## src/rtl/scu_cfg.svh

```systemverilog
/*
 Offsets, field positions, reset values and timing counts for the
 serial and companding control bits. Definitions only; included by
 the control bank.
*/
`ifndef SCU_CFG_SVH
`define SCU_CFG_SVH

// I/O port addresses seen on the write cycle
`define SCU_PORT_LOWER 3'h0
`define SCU_PORT_UPPER 3'h1

// Field positions in the full 32-bit control word
`define SCU_BIT_PORT1_SEL 8
`define SCU_BIT_SERIAL_EN 11
`define SCU_BIT_ENC_EN 12
`define SCU_BIT_DEC_EN 13
`define SCU_BIT_ALAW 14
`define SCU_BIT_SCLK_IN 15
`define SCU_FRAME_DIV_LSB 16
`define SCU_FRAME_DIV_MSB 23
`define SCU_PRESCALE_LSB 24
`define SCU_PRESCALE_MSB 27
`define SCU_BIT_PULSE_WIDE 28
`define SCU_BIT_TWOS 29
`define SCU_BIT_WORD16 30
`define SCU_BIT_RESERVED 31

// Reset image of bits 31..12: serial clock is an input, rest clear
`define SCU_CTRL_RESET 20'h00008

// Frame pulse length in variable data-rate mode, in serial clocks
`define SCU_WIDE_PULSE_CLKS 9'h008
// Frame period adds this to the frame divide count
`define SCU_FRAME_EXTRA 9'h002

`endif

```

## src/rtl/scu_pkg.sv

```systemverilog
/*
 Types shared by the serial and companding control bank.
 Assumes nothing beyond a SystemVerilog compiler.
*/
package scu_pkg;
   typedef logic [7:0] scu_frame_count_t;
   typedef logic [3:0] scu_prescale_t;
   typedef enum logic {SCU_LAW_MU, SCU_LAW_A} scu_law_t;
   typedef enum logic {SCU_CLK_INTERNAL, SCU_CLK_EXTERNAL} scu_clk_src_t;
endpackage

```

## src/rtl/scu_sync.sv

```systemverilog
/*
 Three-flop pin synchroniser with agreement filter, any width.
 Assumes asynchronous pins and one receiving clock.
*/
`timescale 1ns/1ps
module scu_sync #(
   parameter int WIDTH = 1,
   parameter logic [WIDTH-1:0] RESET_VAL = '0
) (
   input wire logic clk_in, // system clock
   input wire logic rstn_in, // async reset, active low
   input wire logic [WIDTH-1:0] pin_in, // raw pin levels
   output logic [WIDTH-1:0] level_out // filtered level
);
   logic [WIDTH-1:0] meta;
   logic [WIDTH-1:0] stage2;
   logic [WIDTH-1:0] stage3;

   always_ff @(posedge clk_in or negedge rstn_in) begin
      if (!rstn_in) begin
         meta <= RESET_VAL;
         stage2 <= RESET_VAL;
         stage3 <= RESET_VAL;
      end else begin
         meta <= pin_in;
         stage2 <= meta;
         stage3 <= stage2;
      end
   end

   // A bit moves only once the last two stages agree
   always_ff @(posedge clk_in or negedge rstn_in) begin
      if (!rstn_in) begin
         level_out <= RESET_VAL;
      end else begin
         for (int i = 0; i < WIDTH; i++) begin
            if (stage2[i] == stage3[i]) begin
               level_out[i] <= stage3[i];
            end
         end
      end
   end
endmodule

```

## src/rtl/scu_ctrl.sv

```systemverilog
/*
 Upper control bits (12..31) of the system control register, with the
 serial clock prescaler and the internal frame pulse generator.
 Assumes: the lower control register lives elsewhere and supplies its
 port-1 select and serial-enable bits; the companding and serial shift
 datapaths live elsewhere and take the settings and routed words below.
*/
`timescale 1ns/1ps
`include "scu_cfg.svh"
module scu_ctrl #(
   parameter int DATA_W = 16,
   // Half-period of the generated serial clock, in system clocks, per code
   parameter logic [16*8-1:0] PRESCALE_HALF = {
      8'h80, 8'h40, 8'h20, 8'h18, 8'h10, 8'h0e, 8'h0c, 8'h0a,
      8'h09, 8'h08, 8'h07, 8'h06, 8'h05, 8'h04, 8'h02, 8'h01}
) (
   input wire logic clk_in, // system clock, 50 MHz
   input wire logic rstn_in, // async reset, active low
   input wire logic we_n_in, // write strobe pin, active low
   input wire logic [2:0] port_in, // I/O port address pins
   input wire logic [DATA_W-1:0] data_in, // external data bus
   input wire logic port1_sel_in, // lower register bit 8
   input wire logic serial_en_in, // lower register bit 11
   input wire logic sclk_in, // serial clock pin, input side
   output logic sclk_out, // serial clock pin, output side
   output logic sclk_oe_out, // serial clock pin drive enable
   output logic internal_frame_pulse_out, // internal frame pulse
   output logic [19:0] ctrl_upper_out, // control bits 31..12
   output logic enc_en_out, // compress port 1 writes
   output logic dec_en_out, // expand port 1 reads
   output logic alaw_out, // 1 A-law, 0 mu-255 law
   output logic twos_out, // 1 two's complement companding
   output logic word16_out, // coprocessor word transfers
   output logic parallel_mode_out, // parallel companding mode
   output logic codec_wr_out, // port 1 word for serial/compander
   output logic [DATA_W-1:0] codec_data_out // routed port 1 word
);
   localparam int SYNC_W = DATA_W + 4;

   logic [SYNC_W-1:0] bus_lvl;
   logic we_n_lvl;
   logic we_n_prev;
   logic [2:0] port_lvl;
   logic [DATA_W-1:0] data_lvl;
   logic wr_done;
   logic [19:0] ctrl;
   logic sclk_ext_lvl;
   logic sclk_ext_prev;
   logic [7:0] half_count;
   logic [7:0] half_lim;
   logic int_tick;
   logic ser_tick;
   logic [8:0] frame_pos;
   logic [8:0] frame_last;
   logic [8:0] next_frame_pos;
   scu_pkg::scu_frame_count_t frame_divide_count;
   scu_pkg::scu_prescale_t prescale_code;
   scu_pkg::scu_clk_src_t clk_src;

   scu_sync #(
      .WIDTH(SYNC_W),
      .RESET_VAL({1'b1, {(SYNC_W - 1){1'b0}}})
   ) u_bus_sync (
      .clk_in(clk_in),
      .rstn_in(rstn_in),
      .pin_in({we_n_in, port_in, data_in}),
      .level_out(bus_lvl)
   );

   scu_sync #(
      .WIDTH(1),
      .RESET_VAL(1'b0)
   ) u_sclk_sync (
      .clk_in(clk_in),
      .rstn_in(rstn_in),
      .pin_in(sclk_in),
      .level_out(sclk_ext_lvl)
   );

   assign we_n_lvl = bus_lvl[SYNC_W-1];
   assign port_lvl = bus_lvl[DATA_W+2:DATA_W];
   assign data_lvl = bus_lvl[DATA_W-1:0];
   assign wr_done = we_n_lvl & ~we_n_prev;

   always_ff @(posedge clk_in or negedge rstn_in) begin
      if (!rstn_in) begin
         we_n_prev <= 1'b1;
      end else begin
         we_n_prev <= we_n_lvl;
      end
   end

   // Control word bits 31..12; ctrl[k] is control bit k+12
   always_ff @(posedge clk_in or negedge rstn_in) begin
      if (!rstn_in) begin
         ctrl <= `SCU_CTRL_RESET;
      end else if (wr_done && port_lvl == `SCU_PORT_LOWER) begin
         ctrl[3:0] <= data_lvl[`SCU_BIT_SCLK_IN:`SCU_BIT_ENC_EN];
      end else if (wr_done && port_lvl == `SCU_PORT_UPPER && port1_sel_in) begin
         ctrl[19:4] <= data_lvl[15:0];
      end
   end

   always_ff @(posedge clk_in or negedge rstn_in) begin
      if (!rstn_in) begin
         codec_wr_out <= 1'b0;
         codec_data_out <= '0;
      end else begin
         codec_wr_out <= wr_done && port_lvl == `SCU_PORT_UPPER && !port1_sel_in;
         if (wr_done && port_lvl == `SCU_PORT_UPPER && !port1_sel_in) begin
            codec_data_out <= data_lvl;
         end
      end
   end

   // Settings handed to the companding and coprocessor logic
   always_ff @(posedge clk_in or negedge rstn_in) begin
      if (!rstn_in) begin
         ctrl_upper_out <= `SCU_CTRL_RESET;
         enc_en_out <= 1'b0;
         dec_en_out <= 1'b0;
         alaw_out <= 1'b0;
         twos_out <= 1'b0;
         word16_out <= 1'b0;
         parallel_mode_out <= 1'b1;
      end else begin
         ctrl_upper_out <= ctrl;
         enc_en_out <= ctrl[`SCU_BIT_ENC_EN-12];
         dec_en_out <= ctrl[`SCU_BIT_DEC_EN-12];
         alaw_out <= ctrl[`SCU_BIT_ALAW-12];
         twos_out <= ctrl[`SCU_BIT_TWOS-12];
         word16_out <= ctrl[`SCU_BIT_WORD16-12];
         parallel_mode_out <= ~serial_en_in;
      end
   end

   assign clk_src = ctrl[`SCU_BIT_SCLK_IN-12] ? scu_pkg::SCU_CLK_EXTERNAL
                                              : scu_pkg::SCU_CLK_INTERNAL;
   assign prescale_code = ctrl[`SCU_PRESCALE_MSB-12:`SCU_PRESCALE_LSB-12];
   assign frame_divide_count = ctrl[`SCU_FRAME_DIV_MSB-12:`SCU_FRAME_DIV_LSB-12];
   assign half_lim = PRESCALE_HALF[prescale_code*8 +: 8];

   always_ff @(posedge clk_in or negedge rstn_in) begin
      if (!rstn_in) begin
         half_count <= 8'h00;
         sclk_out <= 1'b0;
      end else if (clk_src == scu_pkg::SCU_CLK_EXTERNAL) begin
         half_count <= 8'h00;
         sclk_out <= 1'b0;
      end else if (half_count >= half_lim - 8'h01) begin
         half_count <= 8'h00;
         sclk_out <= ~sclk_out;
      end else begin
         half_count <= half_count + 8'h01;
      end
   end

   always_ff @(posedge clk_in or negedge rstn_in) begin
      if (!rstn_in) begin
         sclk_oe_out <= 1'b0;
         sclk_ext_prev <= 1'b0;
      end else begin
         sclk_oe_out <= clk_src == scu_pkg::SCU_CLK_INTERNAL;
         sclk_ext_prev <= sclk_ext_lvl;
      end
   end

   assign int_tick = clk_src == scu_pkg::SCU_CLK_INTERNAL && !sclk_out
                     && half_count >= half_lim - 8'h01;
   assign ser_tick = clk_src == scu_pkg::SCU_CLK_EXTERNAL ? sclk_ext_lvl & ~sclk_ext_prev
                                                        : int_tick;

   assign frame_last = {1'b0, frame_divide_count} + `SCU_FRAME_EXTRA - 9'h001;
   assign next_frame_pos = frame_pos >= frame_last ? 9'h000 : frame_pos + 9'h001;

   always_ff @(posedge clk_in or negedge rstn_in) begin
      if (!rstn_in) begin
         frame_pos <= 9'h000;
         internal_frame_pulse_out <= 1'b0;
      end else if (ser_tick) begin
         frame_pos <= next_frame_pos;
         if (ctrl[`SCU_BIT_PULSE_WIDE-12]) begin
            internal_frame_pulse_out <= next_frame_pos < `SCU_WIDE_PULSE_CLKS;
         end else begin
            internal_frame_pulse_out <= next_frame_pos == frame_last;
         end
      end
   end
endmodule

```

## config.mk

```make
export PLATFORM = sky130hd
export DESIGN_NAME = scu_ctrl
export DESIGN_NICKNAME = d
export VERILOG_FILES = /design/src/rtl/scu_pkg.sv /design/src/rtl/scu_sync.sv /design/src/rtl/scu_ctrl.sv
export VERILOG_INCLUDE_DIRS = /design/src /design/src/rtl
export SDC_FILE = /design/constraint.sdc
export NUM_CORES = 1
export LEC_CHECK = 0
export BUFFER_PORTS_ARGS = -buffer_cell sky130_fd_sc_hd__buf_2
export CAP_MARGIN = 20
export CORE_MARGIN = 2
export CORE_UTILIZATION = 62
export CTS_BUF_LIST = sky130_fd_sc_hd__clkbuf_4 sky130_fd_sc_hd__clkbuf_8
export CTS_CLUSTER_DIAMETER = 100
export DETAILED_ROUTE_END_ITERATION = 16
export MAX_ROUTING_LAYER = met4
export PLACE_DENSITY = 0.92
export SLEW_MARGIN = 10
export SYNTH_ARGS = -nofsm -noshare
export SYNTH_HDL_FRONTEND = slang
export SYNTH_SLANG_ARGS = --single-unit
```

## constraint.sdc

```tcl
create_clock -name clk_in -period 8.35 [get_ports clk_in]
set_clock_uncertainty 0.1 [all_clocks]
set_input_delay 0.4175 -clock clk_in [delete_from_list [all_inputs] [get_ports clk_in]]
set_output_delay 0.4175 -clock clk_in [all_outputs]
set_load 0.02 [all_outputs]
```

==> results.py, run 1 <==
metrics = {
    "synthesis": {
        "synth-edff-count": 0,
        "ys_types": 48,
        "syn_nets": 554,
        "async_reset_ff_frac": 1.00,
        "synth-seq-cells": 164,
        "synth.avg_cell_area_um2": 12.7,
        "yosys-top-cells-area": "dfrtp_1 (61%), ha_1 (5.3%), nand2_1 (4.1%)",
        "seq_area_frac_synth": 0.644,
        "synth_area_um2": 6380,
        "synthFlopType": "dfrtp_1",
        "syn_inst": 502,
        "synthDominantCellAreaShare": 0.611,
        "yosysWarnings": 0,
        "yosys.area.top_type": "dfrtp_1",
    },
    "placement": {
        "post-dp-hpwl_um": 8140,
        "dp_slack_ps": 4270,
        "gp_congestion": 0.903,
        "port_buffers": 70,
    },
    "timing": {
        "fin_ws_ps": 4150,
        "hold_violations": 28,
        "tns_ps": 0,
        "finalSetupViolations": 0,
        "rsz0062_at_grt": "false",
        "period_share": 0.503,
        "worstMarginPinSlew_ps": 938,
        "whs_ps": -38.4,
        "fmax_ghz": 0.238,
        "fin_crit_ps": 4200,
        "slew_headroom": 0.375,
        "maxSlewViolCount": 0,
    },
    "floorplanning": {
        "die_area_um2": 11100,
        "ios": 71,
        "core-area_um2": 10100,
        "dieHeight_um": 105,
        "num_rows": 37,
        "start_util": 0.630,
        "die_w_um": 105,
    },
    "global_routing": {
        "grt_pass1_wl_um": 20800,
        "grt-ovfl-total": 0,
        "grt_max_degree": 112,
        "grt_pass1_vias": 4318,
        "antenna_found_initial": 1,
        "grt_util_all_layers": 0.251,
    },
    "job": {
        "cap_violations": 0,
    },
    "route": {
        "met2_wirelength_um": 6260,
        "m1WireLength_um": 5170,
        "post-route-drc-count": 0,
        "via_count": 4115,
        "dr.pass1.iters": 5,
        "dr_wl_met3_um": 636,
        "viasPerCell": 5.53,
        "wire_per_inst_um": 16.6,
        "routed_wl_um": 12300,
        "ant_nets": 0,
        "topRoutingLayerUsed": "met4",
        "drtIter0Drc": 192,
    },
    "critical_path": {
        "cp.depth": 15,
        "crit_required_ps": 8590,
        "r2r_end": "frame_pos[5]",
        "critPathMostFrequentCell": "ha_1",
        "rr_worst_depth": 15,
        "path_max_fanout": 14,
        "timing.rr.start": "ctrl[12]",
        "crit_buf_inv": 1,
        "cp_cell_sequence": "inv_1 > ha_1 > nor2b_1 > a211o_1 > ha_1 > nand4_1 > mux2_2 > a2bb2oi_1 > ha_1 > o21a_1 > a21oi_1 > nand2_1 > nand2_1 > o21ai_0 > o41ai_1",
        "crit_type": "flop to flop",
        "arrival_ps": 4450,
        "end_kind": "flop",
        "cp_slowest_stage_delay_ps": 460,
        "critPathLaunchType": "flop",
        "rrSetupSlack_ps": 4150,
        "crit_slowest_cell": "dfrtp_1",
        "cp_top_family": "compound AO/OA/AOI/OAI gates",
    },
    "hold_path": {
        "hold_class": "primary input to asynchronous set/reset pin",
    },
    "power_and_ir_drop": {
        "total_leakage_power_nw": 3.57,
        "pwr_density_cell_nw_per_um2": 321,
        "max-vdd-ir-drop_uv": 184,
    },
    "clock_tree": {
        "clkSinkCount": 164,
        "cts-root-buf": "clkbuf_8",
        "cts-buffers-inserted": 17,
        "clock_path_buffers": 2,
        "tritoncts": "done",
        "clkTransAtPathRegs_ps": 80,
        "cts_max_level": 4,
        "clk_latency_ps": 460,
    },
    "run_status": {
        "status": "finished, violations left",
        "violations": "negative hold slack",
    },
    "cells_and_area": {
        "syn2layout_area_growth_pct": 17.0,
        "fill_cells": 616,
        "final_common_cell": "dfrtp_1",
        "final_layout_size_suffix_gt1_frac": 0.224,
        "mostFrequentLayoutCells": "dfrtp_1 (156), nand2_1 (70), buf_2 (69)",
        "nets": 646,
    },
}
==> state kept, by name (all words and copies together) (netlist names), 8 cells and up <==
register	flops
ctrl	20
ctrl_upper_out	20
u_bus_sync.level_out	20
u_bus_sync.meta	20
u_bus_sync.stage2	20
u_bus_sync.stage3	20
codec_data_out	16
frame_pos	9
half_count	8
==> stage by stage <==
step                cells  total power, W  utilization  hold WS, ps  area [µm²]
finish                744         0.00240        0.737        -38.4        7470
global route          744         0.00254        0.737         51.1        7470
CTS                   743         0.00240        0.737         5.94        7470
detailed placement    689         0.00178        0.672          235        6810
global placement      689         0.00172        0.672          232        6810
floorplan             502         0.00156            -         21.9        6380
==> synthesized netlist by cell type (6+ instances only) <==
master,number
nand2_1,70
inv_1,12
clkbuf_1,6
ha_1,27
buf_2,6
and3_1,8
xnor2_1,7
buf_4,6
nand4_1,7
a21oi_1,14
nand3_1,17
mux2_2,20
xor2_1,20
nor2_1,18
dfstp_2,8
dfrtp_1,156
maj3_1,21
o21ai_0,14
==> worst max-delay path by stage <==
stage,slack (ps),end,startpoint
global route,3890,frame_pos[4],ctrl[13]
floorplan,4860,frame_pos[5],ctrl[13]
detailed placement,4270,frame_pos[5],ctrl[13]
CTS,4170,frame_pos[5],ctrl[12]
global placement,4620,frame_pos[5],ctrl[13]
finish,4150,frame_pos[5],ctrl[12]
==> cell families after synthesis <==
kind of cell,synth area share
flops,0.644
mux,0.0368
compound gates,0.0619
buf+inv,0.0243
xor+xnor,0.0370
fa+ha+maj,0.0858
simple gates,0.110
==> where the power goes <==
| group | internal [W] | switching (W) | leakage (nW) |
|---|---|---|---|
| Sequential | 0.000940 | 0.000133 | 1.99 |
| Combinational | 0.000278 | 0.000441 | 1.35 |
| Clock | 0.000329 | 0.000277 | 0.225 |
==> area by class of cell <==
| cell class | count | area (µm²) | share of cell area |
|---|---|---|---|
| diodes | 1 | 2.50 | 0.000335 |
| clock buffers | 22 | 290 | 0.0389 |
| clock inverters | 10 | 144 | 0.0193 |
| inverters | 13 | 48.8 | 0.00653 |
| multi-input cells | 305 | 2120 | 0.283 |
| flip-flops and latches | 164 | 4110 | 0.551 |
| well taps | 136 | 170 | 0.0228 |
| repair buffers | 93 | 584 | 0.0782 |
==> metal layers <==
metal / vias to the layer above / track usage
met3: 35 / 0.0742
met1: 2050 / 0.305
li1: 1911 / -
met4: 0 / 0.110
met2: 119 / 0.395
met5: - / -
==> repair_timing <==
item / CTS / global route
resized for setup: 0 / 0
buffers inserted: 0 / 0
endpoints found under the hold margin: 22 / 0
hold buffers: 22 / 0
(Power assumes the default switching activity.)
==> run 2: changes to the inputs <==
- CORE_UTILIZATION: 62 -> 54
- PLACE_DENSITY: 0.92 -> 0.85
- clock period: 8.35 -> 3.5 ns (I/O delays scaled with it)
==> run 2 against run 1 <==
Against the previous run:
- die area grew 14%
- combinational power rose to 2.9 times the previous value
- via count up 0.83%
- clock power up 130%
- register-to-register slack worse by 4000 ps
- sequential cell count unchanged
- the run now ends clean
- sequential power is 140% higher
- core utilization is 6.3 points lower
- critical path type unchanged
==> results.py, run 2 (synthesis results as in run 1) <==
metrics = {
    "run_status": {
        "status": "finished clean",
    },
    "cells_and_area": {
        "syn2layout_area_growth_pct": 21.0,
        "fill_cells": 780,
        "final_common_cell": "dfrtp_1",
        "antennaDiodeCount": 0,
        "nets": 667,
        "mostFrequentLayoutCells": "dfrtp_1 (154), buf_2 (69), nand2_1 (68)",
        "post-route-util": 0.674,
        "stdcell_area_um2": 7730,
        "stdcell_count": 770,
        "final_layout_size_suffix_gt1_frac": 0.276,
    },
    "critical_path": {
        "crit_type": "flop to flop",
        "end_kind": "flop",
        "path_max_fanout": 6,
        "rrSetupSlack_ps": 110,
        "arrival_ps": 3660,
        "crit_required_ps": 3770,
        "critPathLaunchType": "flop",
    },
    "timing": {
        "worstMarginPinSlew_ps": 822,
        "fmax_ghz": 0.295,
        "tns_ps": 0,
        "maxSlewViolCount": 0,
        "hold_violations": 0,
        "slew_headroom": 0.452,
        "fin_crit_ps": 3390,
        "finalSetupViolations": 0,
        "period_share": 0.969,
    },
    "clock_tree": {
        "clkSinkCount": 164,
        "clk_latency_ps": 460,
        "cts_max_level": 4,
        "cts-root-buf": "clkbuf_8",
        "clkTransAtPathRegs_ps": 90,
        "cts-buffers-inserted": 17,
        "tritoncts": "done",
        "clock_path_buffers": 2,
    },
    "placement": {
        "dpl_cell_area_um2": 6910,
        "place_inst": 706,
        "port_buffers": 70,
        "gp_congestion": 0.874,
        "post-dp-hpwl_um": 8270,
    },
    "floorplanning": {
        "num_rows": 39,
        "die_w_um": 113,
        "dieHeight_um": 113,
        "core-area_um2": 11500,
        "start_util": 0.557,
        "ios": 71,
        "die_area_um2": 12700,
    },
    "route": {
        "drtIter0Drc": 244,
        "wire_per_inst_um": 16.3,
        "viasPerCell": 5.39,
        "routed_wl_um": 12500,
        "post-route-drc-count": 0,
        "via_count": 4149,
        "ant_nets": 0,
        "dr.pass1.iters": 4,
    },
    "job": {
        "cap_violations": 0,
    },
    "power_and_ir_drop": {
        "total_leakage_power_nw": 3.69,
        "pwr_density_cell_nw_per_um2": 777,
        "max-vdd-ir-drop_uv": 629,
    },
    "global_routing": {
        "grt_pass1_wl_um": 20500,
        "grt_pass1_vias": 4196,
        "grt_max_degree": 96,
        "grt-ovfl-total": 0,
        "antenna_found_initial": 0,
        "grt_util_all_layers": 0.216,
    },
    "hold_path": {
        "hold_class": "flop to flop",
    },
}
-- run 2: cell count changes in the layout (fill, tap and decap cells not counted), moves of 4 or more --
cell,previous run,this run
buf_4,1,17
ha_1,27,23
ha_2,0,4
o21ai_0,14,10
o21ai_1,2,6
-- run 2: critical path: stages (launching register included) --
cell and delay [ps]:
dfrtp_1 450, and3_1 210, nand3_1 90, xor2_1 370
ha_1 310, nand4_1 140, nor2_1 90, or3_1 490
or3_1 410, a211oi_2 220, o2111ai_1 240, a21oi_1 200
-- run 2: worst paths after layout --
check	startpoint	endpoint	cells after the start
max	ctrl[8]	internal_frame_pulse_out	11
min	u_bus_sync.meta[13]	u_bus_sync.stage2[13]	0
max reg2reg	ctrl[8]	internal_frame_pulse_out	11
min reg2reg	u_bus_sync.meta[13]	u_bus_sync.stage2[13]	0
max in group asynchronous	rstn_in	ctrl_upper_out[3]	3
min in group asynchronous	rstn_in	u_bus_sync.meta[14]	2
-- run 2: per-layer routing --
layer / track usage / wire length (µm) / vias to the layer above / share of wire
li1: - / - / 1953 / -
met3: 0.0611 / 537 / 39 / 0.043
met1: 0.266 / 5290 / 2044 / 0.42
met2: 0.335 / 6310 / 113 / 0.50
met5: - / 0 / - / 0
met4: 0.101 / 389 / 0 / 0.031
-- run 2: area by class of cell --
class | instances | area [µm²] | share of cell area
tap | 143 | 179 | 0.0232
multi-input combinational | 306 | 2210 | 0.286
clock buffer | 22 | 290 | 0.0376
timing repair buffer | 113 | 766 | 0.0991
inverter | 13 | 48.8 | 0.00631
clock inverter | 9 | 118 | 0.0152
sequential | 164 | 4120 | 0.533
-- run 2: report_power, final --
| group | internal, W | switching (W) |
|---|---|---|
| sequential | 0.00224 | 0.000291 |
| clock | 0.000713 | 0.000666 |
| combinational | 0.000903 | 0.00119 |
| total | 0.00386 | 0.00214 |
-- run 2: what timing repair did --
item,CTS,global route
gates cloned,0,1
endpoints found under the setup margin,5,11
pin swaps,0,8
endpoints found under the hold margin,110,0
setup buffers,0,9
hold buffers,23,0
gates resized for setup,3,23
-- run 2: stage by stage --
stage / worst slack, ps / total power, W / hold WS, ps
after floorplan: 12.0 / 0.00373 / -221
after global placement: 104 / 0.00421 / 180
after detailed placement: -2.55 / 0.00432 / 183
after CTS: 67.0 / 0.00575 / 222
after global routing: -70.9 / 0.00636 / 225
final: 109 / 0.00601 / 250
==> run 3: changes to the inputs <==
- CTS_CLUSTER_DIAMETER: 100 -> default
- SETUP_SLACK_MARGIN: default -> 0.3
==> run 3 against run 2 <==
Against the previous run:
- sequential cell count is the same
- highest routed layer unchanged
- clock power grew 3%
- first-iteration DRC count shrank 14%
- sequential power is essentially flat
- critical endpoint unchanged
- worst hold slack lost 36 ps
- global-route usage shrank 1.1 points
- largest power group unchanged
- routed wire length grew 3.8%
==> results.py, run 3 (synthesis results as in run 1) <==
metrics = {
    "run_status": {
        "status": "finished clean",
    },
    "placement": {
        "gp_congestion": 0.882,
        "port_buffers": 70,
        "post-dp-hpwl_um": 8080,
        "dp_slack_ps": 31.2,
        "place_inst": 706,
    },
    "cells_and_area": {
        "final_layout_size_suffix_gt1_frac": 0.332,
        "post-route-util": 0.693,
        "stdcell_count": 779,
        "final_common_cell": "dfrtp_1",
        "syn2layout_area_growth_pct": 24.5,
        "antennaDiodeCount": 0,
        "mostFrequentLayoutCells": "dfrtp_1 (148), buf_2 (69), nand2_1 (68)",
        "nets": 675,
    },
    "power_and_ir_drop": {
        "p_clk_frac": 0.227,
        "pwr-share-seq": 0.409,
        "total_leakage_power_nw": 3.72,
        "combPwrFrac": 0.364,
        "p_int_w": 0.00398,
        "power.switching_w": 0.00228,
        "finalPower_w": 0.00627,
        "p_sw_frac": 0.365,
        "max-vdd-ir-drop_uv": 507,
        "pwr_density_cell_nw_per_um2": 788,
    },
    "route": {
        "viasPerCell": 5.47,
        "ant_nets": 0,
        "post-route-drc-count": 0,
        "wire_per_inst_um": 16.7,
        "drtIter0Drc": 211,
        "via_count": 4258,
        "routed_wl_um": 13000,
        "dr.pass1.iters": 4,
    },
    "critical_path": {
        "path_max_fanout": 7,
        "end_kind": "flop",
        "critPathLaunchType": "flop",
        "rr_worst_depth": 15,
        "crit_type": "flop to flop",
        "timing.rr.start": "ctrl[12]",
        "rrSetupSlack_ps": 310,
        "crit_required_ps": 3770,
        "arrival_ps": 3460,
        "r2r_end": "internal_frame_pulse_out",
    },
    "global_routing": {
        "grt-ovfl-total": 0,
        "grt_util_all_layers": 0.205,
        "grt_pass1_wl_um": 19800,
        "grt_pass1_vias": 4055,
        "grt_max_degree": 87,
        "antenna_found_initial": 0,
    },
    "floorplanning": {
        "core-area_um2": 11500,
        "num_rows": 39,
        "dieHeight_um": 113,
        "die_area_um2": 12700,
        "die_w_um": 113,
        "start_util": 0.557,
        "ios": 71,
    },
    "timing": {
        "worstMarginPinSlew_ps": 904,
        "fmax_ghz": 0.313,
        "maxSlewViolCount": 0,
        "fin_crit_ps": 3190,
        "period_share": 0.913,
        "fin_ws_ps": 305,
        "rsz0062_at_grt": "true",
        "tns_ps": 0,
        "hold_violations": 0,
        "finalSetupViolations": 0,
        "slew_headroom": 0.397,
    },
    "hold_path": {
        "hold_class": "primary input to asynchronous set/reset pin",
    },
    "clock_tree": {
        "tritoncts": "done",
        "clk_latency_ps": 460,
        "clkTransAtPathRegs_ps": 80,
        "cts_max_level": 4,
        "cts-root-buf": "clkbuf_8",
        "clock_path_buffers": 2,
        "cts-buffers-inserted": 17,
        "clkSinkCount": 164,
    },
    "job": {
        "cap_violations": 0,
    },
}
## run 3: cell types whose count changed in the layout (fill, tap and decap cells not counted), moves of 5 or more
cell     change
o21ai_0      -5
buf_4        +9
dfrtp_2      +6
dfrtp_1      -6
## run 3: layout make-up
class | instances | area (µm²)
Clock inverter | 11 | 150
Sequential cell | 164 | 4120
Timing Repair Buffer | 121 | 805
Fill cell | 747 | 3520
Multi-Input combinational cell | 306 | 2370
Clock buffer | 21 | 270
Tap cell | 143 | 179
Inverter | 13 | 48.8
## run 3: per-stage QoR
| step | cell area, µm² | hold WS (ps) |
|---|---|---|
| 5_1_grt | 7950 | 239 |
| 2_1_floorplan | 6400 | -221 |
| 6_report | 7950 | 214 |
| 4_1_cts | 7690 | 213 |
| 3_5_place_dp | 6910 | 163 |
| 3_3_place_gp | 6910 | 159 |
## run 3: power groups by stage
stage                     sequential, W  combinational (W)  clock, W
after global routing            0.00261            0.00246   0.00153
final                           0.00256            0.00228   0.00142
after detailed placement        0.00256            0.00176         0
after global placement          0.00255            0.00168         0
after CTS                       0.00253            0.00195   0.00145
after floorplan                 0.00266            0.00110         0
## run 3: worst max-delay path by stage
stage / start / slack, ps / endpoint / depth (start not counted)
finish: ctrl[12] / 310 / internal_frame_pulse_out / 15
global route: ctrl[12] / 130 / internal_frame_pulse_out / 15
CTS: ctrl[13] / 300 / frame_pos[4] / 15
detailed placement: ctrl[13] / 30 / frame_pos[6] / 16
global placement: ctrl[13] / 200 / frame_pos[5] / 16
floorplan: ctrl[13] / 310 / frame_pos[5] / 17
## run 3: metal layers
layer / vias to the layer above / GRT usage / wire length [µm]
li1: 1974 / - / -
met1: 2110 / 0.278 / 5570
met2: 137 / 0.306 / 6360
met3: 37 / 0.0514 / 715
met4: 0 / 0.0764 / 352
met5: - / - / 0
## run 3: worst max-delay path, stage by stage, from the launching register on
cell	delay (ps)
dfrtp_1	390
buf_4	150
buf_4	140
ha_1	200
o211ai_1	260
o21ai_2	150
nand4_1	180
mux2_4	320
a2bb2oi_2	130
ha_1	240
o21a_1	180
a21oi_2	200
nand2_4	150
nand2_8	120
a21oi_2	40
a21oi_1	140
## run 3: timing repair
item                                    CTS  global route
gates cloned                              1             0
resized for setup                        16            49
endpoints found under the hold margin    99             0
pin swaps                                 6            15
setup buffers                             8             9
endpoints found under the setup margin   17            19
hold buffers                             23             0
